$ cat src/shared/meter_irq_cfg.svh
`ifndef METER_IRQ_CFG_SVH
`define METER_IRQ_CFG_SVH

// Register indices; byte address is four times the index
`define IDX_ENABLE_0 16'hE50A
`define IDX_FLAGS_0 16'hE600
`define IDX_FLAGS_1 16'hE601
`define IDX_ENABLE_1 16'hE602
`define IDX_ACC_MODE 16'hE603
`define IDX_PULSE_MODE 16'hE604

// Reset values
`define RST_ENABLE_0 32'h0000_0000
`define RST_FLAGS_0 32'h0000_0000
`define RST_FLAGS_1 2'h0
`define RST_ENABLE_1 2'h0
`define RST_ACC_SEL 1'h0
`define RST_PULSE_MODE 12'h000
`define RST_RDATA 32'h0000_0000

// Implemented bits of the first flag and enable registers
`define FLAGS_0_MASK 32'h0003_FFFB

// First flag and enable register bit positions
`define BIT_TOT_ACT_HALF 0
`define BIT_FUND_ACT_HALF 1
`define BIT_FUND_VAR_HALF 3
`define BIT_APPARENT_HALF 4
`define BIT_LINE_DONE 5
`define BIT_PHASE_SIGN_LSB 6
`define BIT_PATH1_SIGN 9
`define BIT_VAR_SIGN_LSB 10
`define BIT_PATH2_SIGN 13
`define BIT_PULSE_LSB 14
`define BIT_DSP_DONE 17

// Second flag register: upper flags
`define BIT_VOLT_PEAK 24
`define BIT_CRC_DIFF 25
`define FLAGS_1_LSB 24

// Accumulation mode and pulse mode fields
`define BIT_SIGN_SRC_SEL 6
`define PM_SRC1_LSB 0
`define PM_SRC2_LSB 3
`define PM_SRC3_LSB 6
`define PM_DIS_LSB 9
`define PM_WIDTH 12

`endif

$ cat src/shared/meter_irq_pkg.sv
package meter_irq_pkg;

  typedef enum logic [1:0] {
    BUS_IDLE = 2'b00,
    BUS_WRITE = 2'b01,
    BUS_RD_WAIT = 2'b10,
    BUS_RD_DONE = 2'b11
  } bus_state_t;

  typedef enum logic [2:0] {
    REG_NONE = 3'b000,
    REG_EN0 = 3'b001,
    REG_FL0 = 3'b010,
    REG_FL1 = 3'b011,
    REG_EN1 = 3'b100,
    REG_ACC = 3'b101,
    REG_PMODE = 3'b110
  } reg_id_t;

endpackage
$ cat src/logic/level_change.sv
`timescale 1ns/1ns
`default_nettype none

module level_change #(
  parameter int WIDTH = 1
) (
  input wire logic clk, // System clock
  input wire logic srst, // Synchronous reset, active high
  input wire logic [WIDTH-1:0] level, // Levels to watch
  output logic [WIDTH-1:0] changed, // Pulse on any edge
  output logic [WIDTH-1:0] fell // Pulse on a falling edge
);

  logic [WIDTH-1:0] prev_q;
  logic armed_q;

  // No events in the first cycle after reset, prev_q is not yet valid
  always_ff @(posedge clk) begin
    if (srst) begin
      armed_q <= 1'b0;
    end else begin
      armed_q <= 1'b1;
    end
  end

  always_ff @(posedge clk) begin
    if (srst) begin
      prev_q <= '0;
    end else begin
      prev_q <= level;
    end
  end

  assign changed = armed_q ? (level ^ prev_q) : '0;
  assign fell = armed_q ? (prev_q & ~level) : '0;

endmodule

`default_nettype wire

$ cat src/logic/meter_irq_status_mask.sv
`timescale 1ns/1ns
`default_nettype none

`include "meter_irq_cfg.svh"

module meter_irq_status_mask
  import meter_irq_pkg::*;
(
  input wire logic clk, // 25 MHz system clock
  input wire logic srst, // Synchronous reset, active high
  input wire logic hsel, // AHB-Lite select
  input wire logic [31:0] haddr, // AHB-Lite address
  input wire logic [1:0] htrans, // AHB-Lite transfer type
  input wire logic hwrite, // AHB-Lite write
  input wire logic [2:0] hsize, // AHB-Lite size, word only
  input wire logic [31:0] hwdata, // AHB-Lite write data
  input wire logic hready, // AHB-Lite bus ready
  output logic [31:0] hrdata, // AHB-Lite read data
  output logic hreadyout, // AHB-Lite slave ready
  output logic hresp, // AHB-Lite response, always OKAY
  input wire logic [2:0] tot_act_b30, // Bit 30 of total active energy
  input wire logic [2:0] fund_act_b30, // Bit 30 of fund active energy
  input wire logic [2:0] fund_var_b30, // Bit 30 of fund reactive energy
  input wire logic [2:0] apparent_b30, // Bit 30 of apparent energy
  input wire logic line_mode_on, // Line cycle accumulation active
  input wire logic line_cycle_end, // Pulse: half cycle count reached
  input wire logic [2:0] tot_act_neg, // Sign of total active power
  input wire logic [2:0] fund_act_neg, // Sign of fund active power
  input wire logic path1_sum_neg, // Sign of path one power sum
  input wire logic path2_sum_neg, // Sign of path two power sum
  input wire logic [2:0] fund_var_neg, // Sign of fund reactive power
  input wire logic [2:0] pulse_raw_n, // Pulse generator outputs
  input wire logic dsp_cycle_end, // Pulse: periodic DSP pass done
  input wire logic volt_peak_end, // Pulse: voltage peak period over
  input wire logic run_set, // Pulse: run register written one
  input wire logic [31:0] crc_now, // Freshly computed checksum
  input wire logic crc_valid, // Pulse: crc_now is new
  output logic irq_n, // Interrupt request, active low
  output logic [2:0] pulse_pin_n, // Pulse pins after disable
  output logic [2:0] pulse_1_source, // Power source of pulse 1
  output logic [2:0] pulse_2_source, // Power source of pulse 2
  output logic [2:0] pulse_3_source, // Power source of pulse 3
  output logic power_sign_source_sel // 1: fundamental power signs
);

  ////////////////////////////////////////////////////////////////////////
  // Bus slave

  bus_state_t state_q;
  reg_id_t dp_idx_q;
  logic accept;
  logic wr_en;
  logic [31:0] hrdata_q;
  logic [31:0] en0_q;
  logic [31:0] fl0_q;
  logic [1:0] fl1_q;
  logic [1:0] en1_q;
  logic sign_sel_q;
  logic [11:0] pmode_q;
  logic [31:0] ev0;
  logic [1:0] ev1;
  logic irq_any;
  logic irq_n_q;
  logic [2:0] pin_q;

  function automatic reg_id_t decode(input logic [31:0] addr);
    reg_id_t id;
    id = REG_NONE;
    if (addr[31:18] == 14'h0000 && addr[1:0] == 2'h0) begin
      case (addr[17:2])
        `IDX_ENABLE_0: id = REG_EN0;
        `IDX_FLAGS_0: id = REG_FL0;
        `IDX_FLAGS_1: id = REG_FL1;
        `IDX_ENABLE_1: id = REG_EN1;
        `IDX_ACC_MODE: id = REG_ACC;
        `IDX_PULSE_MODE: id = REG_PMODE;
        default: id = REG_NONE;
      endcase
    end
    return id;
  endfunction

  assign accept = hsel && hready && htrans[1];
  assign wr_en = (state_q == BUS_WRITE);

  always_ff @(posedge clk) begin
    if (srst) begin
      state_q <= BUS_IDLE;
    end else begin
      case (state_q)
        BUS_RD_WAIT: state_q <= BUS_RD_DONE;
        BUS_IDLE, BUS_WRITE, BUS_RD_DONE: begin
          if (accept) begin
            state_q <= hwrite ? BUS_WRITE : BUS_RD_WAIT;
          end else begin
            state_q <= BUS_IDLE;
          end
        end
        default: state_q <= BUS_IDLE;
      endcase
    end
  end

  always_ff @(posedge clk) begin
    if (srst) begin
      dp_idx_q <= REG_NONE;
    end else if (accept) begin
      dp_idx_q <= decode(haddr);
    end
  end

  // Read data is fetched in a wait cycle so a preceding write is seen
  always_ff @(posedge clk) begin
    if (srst) begin
      hrdata_q <= `RST_RDATA;
    end else if (state_q == BUS_RD_WAIT) begin
      case (dp_idx_q)
        REG_EN0: hrdata_q <= en0_q;
        REG_FL0: hrdata_q <= fl0_q;
        REG_FL1: hrdata_q <= {6'h00, fl1_q, 24'h00_0000};
        REG_EN1: hrdata_q <= {6'h00, en1_q, 24'h00_0000};
        REG_ACC: hrdata_q <= 32'(sign_sel_q) << `BIT_SIGN_SRC_SEL;
        REG_PMODE: hrdata_q <= {20'h0_0000, pmode_q};
        default: hrdata_q <= `RST_RDATA;
      endcase
    end
  end

  assign hrdata = hrdata_q;
  assign hreadyout = (state_q != BUS_RD_WAIT);
  assign hresp = 1'b0;

  ////////////////////////////////////////////////////////////////////////
  // Configuration registers

  always_ff @(posedge clk) begin
    if (srst) begin
      en0_q <= `RST_ENABLE_0;
    end else if (wr_en && dp_idx_q == REG_EN0) begin
      en0_q <= hwdata & `FLAGS_0_MASK;
    end
  end

  always_ff @(posedge clk) begin
    if (srst) begin
      en1_q <= `RST_ENABLE_1;
    end else if (wr_en && dp_idx_q == REG_EN1) begin
      en1_q <= hwdata[`BIT_CRC_DIFF:`BIT_VOLT_PEAK];
    end
  end

  always_ff @(posedge clk) begin
    if (srst) begin
      sign_sel_q <= `RST_ACC_SEL;
    end else if (wr_en && dp_idx_q == REG_ACC) begin
      sign_sel_q <= hwdata[`BIT_SIGN_SRC_SEL];
    end
  end

  always_ff @(posedge clk) begin
    if (srst) begin
      pmode_q <= `RST_PULSE_MODE;
    end else if (wr_en && dp_idx_q == REG_PMODE) begin
      pmode_q <= hwdata[`PM_WIDTH-1:0];
    end
  end

  assign pulse_1_source = pmode_q[`PM_SRC1_LSB +: 3];
  assign pulse_2_source = pmode_q[`PM_SRC2_LSB +: 3];
  assign pulse_3_source = pmode_q[`PM_SRC3_LSB +: 3];
  assign power_sign_source_sel = sign_sel_q;

  ////////////////////////////////////////////////////////////////////////
  // Event detection

  logic [2:0] sel_neg;
  logic [22:0] levels;
  logic [22:0] chg;
  logic [22:0] fell;

  assign sel_neg = sign_sel_q ? fund_act_neg : tot_act_neg;
  assign levels = {pulse_raw_n, path2_sum_neg, fund_var_neg,
                   path1_sum_neg, sel_neg, apparent_b30, fund_var_b30,
                   fund_act_b30, tot_act_b30};

  level_change #(
    .WIDTH(23)
  ) u_change (
    .clk(clk),
    .srst(srst),
    .level(levels),
    .changed(chg),
    .fell(fell)
  );

  always_comb begin
    ev0 = 32'h0000_0000;
    ev0[`BIT_TOT_ACT_HALF] = |chg[2:0];
    ev0[`BIT_FUND_ACT_HALF] = |chg[5:3];
    ev0[`BIT_FUND_VAR_HALF] = |chg[8:6];
    ev0[`BIT_APPARENT_HALF] = |chg[11:9];
    ev0[`BIT_LINE_DONE] = line_cycle_end && line_mode_on;
    ev0[`BIT_PHASE_SIGN_LSB +: 3] = chg[14:12];
    ev0[`BIT_PATH1_SIGN] = chg[15];
    ev0[`BIT_VAR_SIGN_LSB +: 3] = chg[18:16];
    ev0[`BIT_PATH2_SIGN] = chg[19];
    // Taken before the pin disable gate
    ev0[`BIT_PULSE_LSB +: 3] = fell[22:20];
    ev0[`BIT_DSP_DONE] = dsp_cycle_end;
  end

  // Checksum reference is captured when the run register is set
  logic [31:0] crc_ref_q;
  logic crc_ref_ok_q;

  always_ff @(posedge clk) begin
    if (srst) begin
      crc_ref_q <= 32'h0000_0000;
      crc_ref_ok_q <= 1'b0;
    end else if (run_set) begin
      crc_ref_q <= crc_now;
      crc_ref_ok_q <= 1'b1;
    end
  end

  assign ev1[0] = volt_peak_end;
  assign ev1[1] = crc_valid && crc_ref_ok_q && !run_set &&
                  (crc_now != crc_ref_q);

  ////////////////////////////////////////////////////////////////////////
  // Sticky flags, write one to clear, a new event wins over the clear

  always_ff @(posedge clk) begin
    if (srst) begin
      fl0_q <= `RST_FLAGS_0;
    end else if (wr_en && dp_idx_q == REG_FL0) begin
      fl0_q <= ((fl0_q & ~hwdata) | ev0) & `FLAGS_0_MASK;
    end else begin
      fl0_q <= (fl0_q | ev0) & `FLAGS_0_MASK;
    end
  end

  always_ff @(posedge clk) begin
    if (srst) begin
      fl1_q <= `RST_FLAGS_1;
    end else if (wr_en && dp_idx_q == REG_FL1) begin
      fl1_q <= (fl1_q & ~hwdata[`BIT_CRC_DIFF:`BIT_VOLT_PEAK]) | ev1;
    end else begin
      fl1_q <= fl1_q | ev1;
    end
  end

  ////////////////////////////////////////////////////////////////////////
  // Interrupt and pulse pins

  assign irq_any = |(fl0_q & en0_q) || |(fl1_q & en1_q);

  always_ff @(posedge clk) begin
    if (srst) begin
      irq_n_q <= 1'b1;
    end else begin
      irq_n_q <= !irq_any;
    end
  end

  assign irq_n = irq_n_q;

  always_ff @(posedge clk) begin
    if (srst) begin
      pin_q <= 3'h7;
    end else begin
      pin_q <= pulse_raw_n | pmode_q[`PM_DIS_LSB +: 3];
    end
  end

  assign pulse_pin_n = pin_q;
endmodule

`default_nettype wire

$ cat config.mk
export PLATFORM = sky130hd
export DESIGN_NAME = meter_irq_status_mask
export DESIGN_NICKNAME = d
export VERILOG_FILES = /design/src/shared/meter_irq_pkg.sv /design/src/logic/level_change.sv /design/src/logic/meter_irq_status_mask.sv
export VERILOG_INCLUDE_DIRS = /design/src /design/src/shared
export SDC_FILE = /design/constraint.sdc
export NUM_CORES = 1
export LEC_CHECK = 0
export ABC_AREA = 1
export BUFFER_PORTS_ARGS = -buffer_cell sky130_fd_sc_hd__buf_2
export CORE_UTILIZATION = 37
export DETAILED_ROUTE_END_ITERATION = 16
export PLACE_DENSITY = 0.66
export SLEW_MARGIN = 10
export SYNTH_ARGS = -nofsm -noshare
export SYNTH_HDL_FRONTEND = slang
export SYNTH_SLANG_ARGS = --single-unit
$ cat constraint.sdc
create_clock -name clk -period 1.5 [get_ports clk]
set_input_delay 0.225 -clock clk [delete_from_list [all_inputs] [get_ports clk]]
set_output_delay 0.225 -clock clk [all_outputs]
set_load 0.02 [all_outputs]
# After elaboration in Yosys (flattened, before gate mapping)
# Index checks and enable logic that the tools add are counted.
# word_totals
ff_bits	150
input_bits	138
output_inout_bits	48
elab_cells	84
# op_classes
eq_ne	17
mux	12
n_bitwise	14
reduce_logical	26
# ops
operator	n
one-hot mux 26 bit (6 select lines)	1
== test 16 bit, second input constant	6
bitwise AND 18 bit	2
OR 18 bit	2
inequality test 32 bit	1
OR reduction 32 bit	1
bitwise AND 23 bit	1
two-way mux 23 bit	1
inverter 23 bit	1
two-way mux 20 bit	1
XOR 20 bit	1
two-way mux 18 bit	1
inverter 18 bit	1
one-hot mux 3 bit (6 select lines)	1
OR reduction 3 bit	5
logical NOT 14 bit	1
logical AND 1 bit	13
== test 3 bit, second input constant	3
== test 3 x 2 -> 1 bit, second input constant	2
two-way mux 2 bit	3
two-way mux 3 bit	2
bitwise AND 2 bit	2
== test 2 bit, second input constant	2
logical NOT 2 bit	2
other kinds (11)	13

# Longest topological paths before layout
# Gate-level depths: netlist (run 1).
# logic_depth
word_depth	6
ltp_mapped	10
ltp_nobuf	10

# Hierarchy
# Synthesis (run 1) repeated with hierarchy kept, for this count alone.
# hier_totals
cells_unflattened	911
hier_area_um2	6454.9
# modules_own_cells
module	n_inst	cells_each	area_per_inst_um2	seq_area_each_um2
meter_irq_status_mask	1	741	5217.5	2262.2
level_change	1	170	1237.4	480.5

# Least setup slack after synthesis (run 1)
# OpenSTA, ideal clock, no wires.
# synth_timing
path_type	reg2reg
from	register sign_sel_q (netlist: power_sign_source_sel)
to	register fl0_q[8]
arrival_ns	1.254
required_ns	1.367
setup_slack_ns	0.112
path_stages_with_launch	8
n_path_buf	0
path_cell_list	dfxtp_1 inv_1 or2_2 o21ai_0 xor2_1 inv_1 nand2_1 a21oi_2
# synth_between
elab_chain_cells	5
elab_cells_between_ends	6
classes_between	mux (3); bitwise (3)
# synth_rtl
item	line_no	text
from (decl)	meter_irq_status_mask.sv:58	logic sign_sel_q;
from (signal assigned)	meter_irq_status_mask.sv:154	sign_sel_q <= `RST_ACC_SEL;
from (signal assigned)	meter_irq_status_mask.sv:156	sign_sel_q <= hwdata[`BIT_SIGN_SRC_SEL];
two-way mux 3 bit (*)	meter_irq_status_mask.sv:181	assign sel_neg = sign_sel_q ? fund_act_neg : tot_act_neg;
XOR 20 bit (*)	level_change.sv:34	assign changed = armed_q ? (level ^ prev_q) : '0;
two-way mux 20 bit (*)	level_change.sv:34	
OR 18 bit (on tied branches)	meter_irq_status_mask.sv:239, meter_irq_status_mask.sv:237	
two-way mux 18 bit (*)	meter_irq_status_mask.sv:236	end else if (wr_en && dp_idx_q == REG_FL0) begin
to (signal assigned)	meter_irq_status_mask.sv:235	fl0_q <= `RST_FLAGS_0;
to (signal assigned)	meter_irq_status_mask.sv:237	fl0_q <= ((fl0_q & ~hwdata) | ev0) & `FLAGS_0_MASK;
to (signal assigned)	meter_irq_status_mask.sv:239	fl0_q <= (fl0_q | ev0) & `FLAGS_0_MASK;
to (decl)	meter_irq_status_mask.sv:55	logic [31:0] fl0_q;
# Every way passes the cells marked *; elsewhere a longest branch is shown, timed or not.
# A chain may end at the register's enable or synchronous reset.

# Worst setup path in the final report (run 1)
# layout_timing
from	register state_q[1]
to	output hreadyout
# layout_between
elab_chain_cells	1
# layout_rtl
item	line_no	text
from (decl)	meter_irq_status_mask.sv:49	bus_state_t state_q;
from (signal assigned)	meter_irq_status_mask.sv:94	state_q <= hwrite ? BUS_WRITE : BUS_RD_WAIT;
inequality test 2 bit	meter_irq_status_mask.sv:130	assign hreadyout = (state_q != BUS_RD_WAIT);
to (decl)	meter_irq_status_mask.sv:19	output logic hreadyout,
# Every way passes these cells.

==> summary.md, run 1 <==
| Metric | Value |
|---|---|
| Final min period | 1.44 ns |
| Detailed Route WL | 16100 um |
| H-tree levels | 4 |
| CP endpoint kind | output port |
| Initial antenna violation count | 2 |
| Relative slew slack | 0.515 |
| Sequential fraction of the synthesis area | 0.444 |
| IO Pins | 186 |
| Crit path kind | flop to output port |
| Setup slack, reg-to-reg | 0.15 ns |
| RSZ-0062 raised after global routing | false |
| Post-route worst setup slack | 0.0634 ns |
| Register bit count reported by yosys | 137 |
| Max rail drop VDD | 0.977 mV |
| Placer's final routability congestion estimate | 0.773 |
| Dominant cells by area after synthesis | dfxtp_1 44%, nand2_1 11%, nor2_1 8.6% |
| Pre-CTS setup slack | 0.0902 ns |
| Netlist area before placement | 6180 um2 |
| Final setup fails | 0 |
| EDFF count, synth | 0 |
| Static Leakage | 3.53 nW |
| Post-layout nets | 1141 |
| Worst EP arrival | 1.21 ns |
| FP Rows | 46 |
| Prevailing post-synth register cell | dfxtp_1 |
| Fin. max-slew vios | 0 |
| Routed WL per cell | 13.1 um |
| Most instantiated library cell after synthesis | nand2_1 |
| Mapped Avg Cell Area | 7.22 um2 |
| CTS tree | done |
| Clock root buffer | clkbuf_16 |
| Fin. Hold Viols | 0 |
| DIE AREA | 17200 um2 |
| Synth cell types | 36 |
| Worst setup SP type | flop |
| Vias | 5719 |
| CP Max Fanout | 10 |
| Pin count of the biggest net entering global routing | 70 |
| Tcrit/Tclk final | 0.958 |
| Total negative slack | 0 ns |
| P per Cell Area | 1200 nW/um2 |
| CORE AREA | 16100 um2 |
| Skew final | 0.0158 ns |
| Sinks on Clock Net | 137 |
| Post CTS Setup Buffer Count | 0 |
| Hold Crit Class | input pin to flop |
| Overall Global Routing Usage | 0.194 |
| Synth Instances | 856 |
| First-pass DRT Iterations | 5 |
| Inserted Clock Buffers | 17 |
| Die height | 131 um |
| Ys async rst share | 0 |
| Synth warn | 0 |
| Max-cap check violation count | 0 |
| Overall power | 9.39 mW |
| PortBufs | 156 |
| Drc violations | 0 |
| Clk buf depth | 2 |
| Worst-Skew Late Latency | 0.42 ns |
| Most frequent cells after synthesis | 173 x nand2_1, 141 x nor2_1, 137 x dfxtp_1 |
| Number of global-route vias before repair | 5442 |
| HPWL Detailed | 11300 um |
| Share of cells above drive strength 1 | 0.234 |
| GRT overflow | 0 |
| CP Data Required Time | 1.27 ns |
| Synth-to-Final Area Change | 26.8% |
| Antenna Nets Post-Route | 0 |
| Worst-path clk slew | 0.06 ns |
| Leading area contributor after synthesis | dfxtp_1 |
| Max frequency | 696 MHz |
| Post-synth top area share | 0.444 |
| Die width | 131 um |
| Vias per inst | 4.64 |
| Initial Utilization | 0.383 |
| Tightest Pin Transition | 0.726 ns |
| First-pass GRT wire length | 26400 um |
| Status | finished, final reports clean |
| Drt initial violations | 296 |
==> path summary, 6_finish.rpt <==
path              depth (start not counted)                                from                              to
setup / recovery                          4               state_q[1]$_SDFF_PP0_                       hreadyout
hold / removal                            3                       path1_sum_neg  u_change.prev_q[15]$_SDFF_PP0_
setup reg to reg                          7  power_sign_source_sel$_SDFFE_PP0P_             fl0_q[6]$_SDFF_PP0_
hold reg to reg                           2             hrdata[25]$_SDFFE_PP0N_         hrdata[25]$_SDFFE_PP0N_
==> area by class of cell <==
cell class | count | area (um2)
antenna | 1 | 2.50
clock buffer | 22 | 494
clock inverter | 10 | 185
fill | 1643 | 8280
inverter | 81 | 313
multi-input combinational | 591 | 2850
sequential | 137 | 2750
tap | 216 | 270
timing repair buffer | 175 | 976
==> per-layer routing <==
| layer | share of wire | GRT usage | vias up |
|---|---|---|---|
| met2 | 0.47 | 0.313 | 159 |
| met5 | 0.00081 | 0 | - |
| met3 | 0.071 | 0.0544 | 6 |
| met1 | 0.46 | 0.245 | 2545 |
| met4 | 0.0053 | 0.0693 | 2 |
| li1 | - | - | 3007 |
==> critical path, stage by stage (launching register included) <==
cell     delay, ns
dfxtp_1       0.30
inv_1         0.09
nor2_2        0.05
inv_2         0.15
buf_2         0.20
==> where the power goes <==
| group | switching [mW] | leakage [nW] | internal, mW | total (mW) |
|---|---|---|---|---|
| sequential | 0.0817 | 1.13 | 3.78 | 3.86 |
| combinational | 0.432 | 2.07 | 0.326 | 0.758 |
| clock | 1.59 | 0.333 | 3.18 | 4.77 |
==> state kept, by name, indices dropped and copies added, names as in the netlist, 3 cells and up <==
register and count:
dp_idx_q 3, en0_q 17, hrdata 20, fl0_q 17, crc_ref_q 32, u_change.prev_q 23
pulse_pin_n 3, pmode_q 12
==> per-stage QoR <==
stage	instance area, um2	instances	hold WS, ns	util
2_1_floorplan	6220	868	0.311	-
3_3_place_gp	7120	1199	0.431	0.442
3_5_place_dp	7120	1199	0.435	0.442
4_1_cts	7810	1232	0.0148	0.485
5_1_grt	7830	1232	0.0297	0.486
6_report	7830	1233	0.0275	0.486
==> timing repair <==
item | in CTS | in global routing
pin swaps | 0 | 0
setup endpoints to repair | 1 | 22
hold endpoints to repair | 1 | 0
resized for setup | 1 | 10
hold buffers | 1 | 0
==> cell usage in the layout (no fill, tap or decap), drive strengths merged, types with 3 or more instances in the layout <==
master  instances
a21oi          65
o31ai           5
nor4            8
nor2          142
clkbuf         22
nand2         174
buf           174
nand3          37
xnor2          23
clkinv          3
o211ai          3
o22ai          10
or2             4
nor3            3
o21ai          78
bufinv          5
inv            81
dfxtp         137
xor2           11
a22o            7
conb           13
==> kinds of logic (layout without fill, tap and decap cells) <==
family | after synthesis | after routing | synth area share
AOI/OAI and AO/OA | 173 | 173 | 0.154
and+or+nand+nor | 371 | 371 | 0.249
DFF | 137 | 137 | 0.444
other | 1 | 14 | 0.000607
xor gates and xnor gates | 34 | 34 | 0.0482
buffers and inverters | 140 | 288 | 0.104
Note: power is estimated with default switching activity, not from simulation.
==> inputs of run 2 (changes only) <==
--- a/config.mk
+++ b/config.mk
@@ -7,10 +7,11 @@
 export NUM_CORES = 1
 export LEC_CHECK = 0
 export ABC_AREA = 1
+export ABC_CLOCK_PERIOD_IN_PS = 1500
 export BUFFER_PORTS_ARGS = -buffer_cell sky130_fd_sc_hd__buf_2
 export CORE_UTILIZATION = 37
 export DETAILED_ROUTE_END_ITERATION = 16
-export PLACE_DENSITY = 0.66
+export PLACE_DENSITY = 0.63
 export SLEW_MARGIN = 10
 export SYNTH_ARGS = -nofsm -noshare
 export SYNTH_HDL_FRONTEND = slang
==> summary.md, run 2 (synthesis gave the netlist of run 1 again) <==
| Metric | Value |
|---|---|
| Status | finished, final reports clean |
| Routed WL per cell | 12.8 um |
| Fillers | 1638 |
| Die height | 131 um |
| IO Pins | 186 |
| CP Data Required Time | 1.27 ns |
| Post-layout nets | 1143 |
| Sinks on Clock Net | 137 |
| Critical-path cell list | inv_1 > nor2_1 > inv_2 > buf_2 |
| CP peak stage delay | 0.30 ns |
| Drt initial violations | 210 |
| Hold Crit Class | input pin to flop |
| Worst-Skew Late Latency | 0.42 ns |
| Static Leakage | 3.53 nW |
| Placer's final routability congestion estimate | 0.783 |
| Setup slack, reg-to-reg | 0.13 ns |
| Worst setup SP type | flop |
| Worst Hold End | u_change.prev_q[16]$_SDFF_PP0_ |
| Total negative slack | 0 ns |
| Vias | 5679 |
| Overall Global Routing Usage | 0.187 |
| Most frequent cells in the layout | 173 x nand2_1, 156 x buf_2, 140 x nor2_1, 136 x dfxtp_1, 75 x o21ai_0 |
| FF-to-FF Start | dp_idx_q[2]$_SDFFE_PP0P_ |
| Final min period | 1.42 ns |
| Worst-path clk slew | 0.06 ns |
| CTS tree | done |
| FP Rows | 46 |
| Post-route design area | 7840 um2 |
| DIE AREA | 17200 um2 |
| Inserted Clock Buffers | 17 |
| Final setup fails | 0 |
| Die width | 131 um |
| Tcrit/Tclk final | 0.947 |
| Relative slew slack | 0.659 |
| Share of cells above drive strength 1 | 0.234 |
| Tightest Pin Transition | 0.507 ns |
| Synth-to-Final Area Change | 26.8% |
| Slowest cell on the critical path | dfxtp_1 |
| FF-to-FF path depth | 6 |
| CORE AREA | 16100 um2 |
| Hold depth | 3 |
| Fin. Hold Viols | 0 |
| Initial Utilization | 0.383 |
| Biggest register | crc_ref_q |
| First-pass GRT wire length | 25400 um |
| Max reg flops | 32 |
| Max-cap check violation count | 0 |
| H-tree levels | 4 |
| Antenna Nets Post-Route | 0 |
| Pin count of the biggest net entering global routing | 69 |
| Vias per inst | 4.60 |
| CP endpoint kind | output port |
| P per Cell Area | 1190 nW/um2 |
| Min-delay src | fund_var_neg[0] |
| Max frequency | 704 MHz |
| GRT overflow | 0 |
| Skew final | 0.0106 ns |
| PortBufs | 156 |
| Detailed Route WL | 15800 um |
| Worst EP arrival | 1.19 ns |
| Most common cell after layout, fill and taps aside | nand2_1 |
| HPWL Detailed | 11000 um |
| Hold slack final | 0.0288 ns |
| Drc violations | 0 |
| Reg2reg end | en0_q[17]$_SDFFE_PP0P_ |
| First-pass DRT Iterations | 4 |
| Initial antenna violation count | 1 |
| Overall power | 9.30 mW |
| CP Max Fanout | 8 |
| RSZ-0062 raised after global routing | true |
| Number of global-route vias before repair | 5127 |
| Clock root buffer | clkbuf_16 |
| Crit path kind | flop to output port |
| Clk buf depth | 2 |
| Fin. max-slew vios | 0 |
| Max rail drop VDD | 0.754 mV |
| Area after DPL | 7110 um2 |
[run 2: changes by cell type in the layout (fill, tap and decap cells not counted), sizes merged]
| cell | delta |
|---|---|
| inv | +2 |
| buf | +2 |
| clkbuf | -3 |
| clkinv | +1 |
[run 2: area by class of cell]
cell class	instances	area, um2	area share
tap	216	270	0.0345
antenna	1	2.50	0.000319
sequential	137	2740	0.350
clock buffer	19	453	0.0578
multi-input combinational	591	2850	0.363
clock inverter	13	214	0.0273
timing repair buffer	177	991	0.126
inverter	81	314	0.0401
[run 2: timing repair]
item / 4_1_cts / 5_1_grt
endpoints found under the setup margin: 3 / 9
setup buffers: 0 / 4
cloned: 0 / 0
endpoints found under the hold margin: 1 / 0
resized for setup: 2 / 10
hold buffers: 1 / 0
[run 2: worst max path at each step]
stage | from | endpoint | slack (ns) | cells after the start
2_1_floorplan | power_sign_source_sel$_SDFFE_PP0P_ | fl0_q[8]$_SDFF_PP0_ | 0.11 | 7
3_3_place_gp | dp_idx_q[0]$_SDFFE_PP0P_ | pmode_q[11]$_SDFFE_PP0P_ | 0.05 | 6
3_5_place_dp | dp_idx_q[0]$_SDFFE_PP0P_ | pmode_q[9]$_SDFFE_PP0P_ | -0.004 | 6
4_1_cts | state_q[1]$_SDFF_PP0_ | hreadyout | 0.04 | 4
5_1_grt | state_q[1]$_SDFF_PP0_ | hreadyout | -0.005 | 4
6_report | state_q[1]$_SDFF_PP0_ | hreadyout | 0.08 | 4
[run 2: worst max-delay path, delay by kind of cell (launching register included)]
kind / cells / cell delay (ns)
flops: 1 / 0.30
simple gates: 1 / 0.14
buf+inv: 3 / 0.34
[run 2: report_power, final]
part,switching [mW],total [mW],internal (mW),leakage [nW]
Combinational,0.429,0.762,0.333,2.08
Sequential,0.0814,3.86,3.78,1.12
Clock,1.61,4.67,3.06,0.321
Total,2.13,9.30,7.17,3.53
[run 2: metal layers]
metal,track usage,up-vias,part of all wire
met5,0,-,0
met4,0.0621,0,0.014
met3,0.0498,15,0.067
met2,0.300,162,0.45
met1,0.241,2489,0.47
li1,-,3013,-
[run 2: stage by stage]
| step | util | setup slack (ns) | instances |
|---|---|---|---|
| final | 0.486 | 0.0802 | 1235 |
| after global routing | 0.486 | -0.00521 | 1234 |
| after CTS | 0.483 | 0.0376 | 1230 |
| after detailed placement | 0.441 | -0.00398 | 1197 |
| after global placement | 0.441 | 0.0483 | 1197 |
| after floorplan | - | 0.112 | 868 |
==> inputs of run 3 (changes only) <==
--- a/config.mk
+++ b/config.mk
@@ -6,7 +6,6 @@
 export SDC_FILE = /design/constraint.sdc
 export NUM_CORES = 1
 export LEC_CHECK = 0
-export ABC_AREA = 1
 export ABC_CLOCK_PERIOD_IN_PS = 1500
 export BUFFER_PORTS_ARGS = -buffer_cell sky130_fd_sc_hd__buf_2
 export CORE_UTILIZATION = 37
==> summary.md, run 3 <==
| Metric | Value |
|---|---|
| Status | finished, final reports clean |
| CP Max Fanout | 8 |
| Share of cells above drive strength 1 | 0.305 |
| PortBufs | 156 |
| Static Leakage | 3.37 nW |
| IO Pins | 186 |
| Worst-path clk slew | 0.06 ns |
| Register bit count reported by yosys | 137 |
| Tcrit/Tclk final | 0.983 |
| CORE AREA | 15400 um2 |
| Drt initial violations | 266 |
| Biggest register | crc_ref_q |
| First-pass GRT wire length | 23100 um |
| Die width | 128 um |
| Worst setup SP type | flop |
| Dominant cells by area after synthesis | dfxtp_1 47%, mux2i_1 9.4%, nor2_1 7.0% |
| Synth cell types | 41 |
| HPWL Detailed | 10500 um |
| FF-to-FF Start | dp_idx_q[0]$_SDFFE_PP0P_ |
| Synth-to-Final Area Change | 33.7% |
| Sequential fraction of the synthesis area | 0.466 |
| Most common cell after layout, fill and taps aside | buf_2 |
| Max frequency | 678 MHz |
| Sinks on Clock Net | 137 |
| Internal power | 6.77 mW |
| CP endpoint kind | flop |
| Most frequent cells after synthesis | 137 x dfxtp_1, 109 x nor2_1, 55 x mux2i_1 |
| Worst EP arrival | 1.78 ns |
| P per Cell Area | 1120 nW/um2 |
| EDFF count, synth | 0 |
| FP Rows | 45 |
| Final min period | 1.47 ns |
| DIE AREA | 16400 um2 |
| Vias | 5028 |
| Synth Instances | 644 |
| Drc violations | 0 |
| Skew final | 0.00830 ns |
| Netlist area before placement | 5890 um2 |
| Sw frac | 0.229 |
| Min-delay src | pulse_raw_n[1] |
| Vias per inst | 4.84 |
| Fin. Hold Viols | 0 |
| CTS tree | done |
| CP peak stage delay | 0.32 ns |
| Prevailing post-synth register cell | dfxtp_1 |
| Detailed Route WL | 14700 um |
| Routed WL per cell | 14.2 um |
| Clock root buffer | clkbuf_16 |
| Initial antenna violation count | 4 |
| H-tree levels | 4 |
| Most instantiated library cell after synthesis | dfxtp_1 |
| Overall Global Routing Usage | 0.184 |
| CP startpoint | dp_idx_q[0]$_SDFFE_PP0P_ |
| Post-synth top area share | 0.466 |
| Post-layout nets | 951 |
| Leading area contributor after synthesis | dfxtp_1 |
| Number of global-route vias before repair | 4536 |
| Sequential power share | 0.440 |
| Max reg flops | 32 |
| Area after DPL | 7080 um2 |
| Slowest cell on the critical path | dfxtp_2 |
| Antenna Nets Post-Route | 0 |
| Ys async rst share | 0 |
| GRT overflow | 0 |
| Comb power frac | 0.085 |
| Worst-Skew Late Latency | 0.42 ns |
| Max-cap check violation count | 0 |
| CP Data Required Time | 1.80 ns |
| Placer's final routability congestion estimate | 0.761 |
| Critical-path cell list | and2b_2 > nor3b_4 > buf_6 > clkbuf_16 > nand2_1 > a22oi_1 > nor2_1 |
| Synth warn | 0 |
| Initial Utilization | 0.383 |
| Post-route design area | 7870 um2 |
| Clk buf depth | 2 |
| Die height | 128 um |
| RSZ-0062 raised after global routing | true |
| Fin. max-slew vios | 0 |
| Mapped Avg Cell Area | 9.14 um2 |
| Fillers | 1472 |
| Pin count of the biggest net entering global routing | 30 |
| First-pass DRT Iterations | 5 |
| Final setup fails | 0 |
| Hold Crit Class | input pin to flop |
| Most frequent cells in the layout | 155 x buf_2, 133 x dfxtp_1, 109 x nor2_1, 55 x mux2i_1, 49 x nand2_1 |
| Sw power | 2.01 mW |
| Crit path kind | flop to flop |
| Hold slack final | 0.0318 ns |
| Inserted Clock Buffers | 17 |
| Max rail drop VDD | 0.922 mV |
| Part of the power in the clock network | 0.475 |
run 3: changes by cell type in the layout (fill, tap and decap cells not counted), moves of 21 or more:
cell,change
xor2_1,+26
inv_1,-71
nand2_1,-124
a21oi_1,-41
mux2i_1,+55
nor2b_1,+21
o21ai_0,-67
nor2_1,-31
a22oi_1,+40
run 3: final timing paths:
check,cells after the start,slack (ns),to
hold / removal,2,0.03,pulse_pin_n[1]$_SDFF_PP1_
setup / recovery,7,0.03,fl0_q[10]$_SDFF_PP0_
setup reg to reg,7,0.03,fl0_q[10]$_SDFF_PP0_
hold reg to reg,2,0.44,hrdata[2]$_SDFFE_PP0N_
run 3: what timing repair did:
action	in CTS	in global routing
gates cloned	0	2
pin swaps	0	10
hold buffers	1	0
gates resized for setup	3	25
endpoints found under the setup margin	2	52
buffers inserted	0	4
endpoints found under the hold margin	1	0
run 3: area by class of cell:
class	instances	area, um2	area share
Antenna cell	3	7.51	0.000954
Clock inverter	9	115	0.0146
Timing Repair Buffer	199	1310	0.166
Sequential cell	137	2750	0.349
Multi-Input combinational cell	456	2930	0.373
Clock buffer	22	484	0.0615
Tap cell	211	264	0.0335
Inverter	2	10.0	0.00127
run 3: cells by family (layout without fill, tap and decap cells):
family                    Yosys count  count (layout)  share of synthesized area
DFF                               137             137                      0.466
AOI/OAI and AO/OA                  98              98                      0.115
and+or+nand+nor                   237             237                      0.186
muxes                              56              56                     0.0954
other                               1              16                   0.000637
buffers and inverters              63             232                     0.0591
xor gates and xnor gates           52              52                     0.0774
run 3: power groups by stage:
stage / combinational [mW] / sequential [mW] / clock, mW
4_1_cts: 0.735 / 3.86 / 4.27
2_1_floorplan: 0.411 / 3.93 / 0
6_report: 0.743 / 3.87 / 4.17
3_3_place_gp: 0.721 / 3.94 / 0
5_1_grt: 0.824 / 3.88 / 4.46
3_5_place_dp: 0.730 / 3.94 / 0
run 3: per-layer routing:
metal  vias up  global-route usage  wire length, um
li1       2539                   -                -
met5         -                   0               13
met3        12              0.0705             1170
met4         2              0.0540              105
met1      2312               0.234             6540
met2       163               0.287             6900
run 3: critical path, delay by kind of cell, from the launching register on:
| kind | cells | cell delay [ns] |
|---|---|---|
| flops | 1 | 0.32 |
| compound gates | 1 | 0.16 |
| buf+inv | 2 | 0.29 |
| simple gates | 4 | 0.60 |
run 3: metrics by stage:
step	cells	setup TNS (ns)	total power [mW]	utilization	worst slack (ns)
floorplan	656	0	4.34	-	0.0180
global placement	998	-0.0530	4.66	0.460	-0.0231
detailed placement	998	-0.0886	4.67	0.460	-0.0415
CTS	1030	0	8.87	0.500	0.000395
global route	1037	-0.210	9.16	0.512	-0.0776
finish	1039	0	8.78	0.512	0.0261
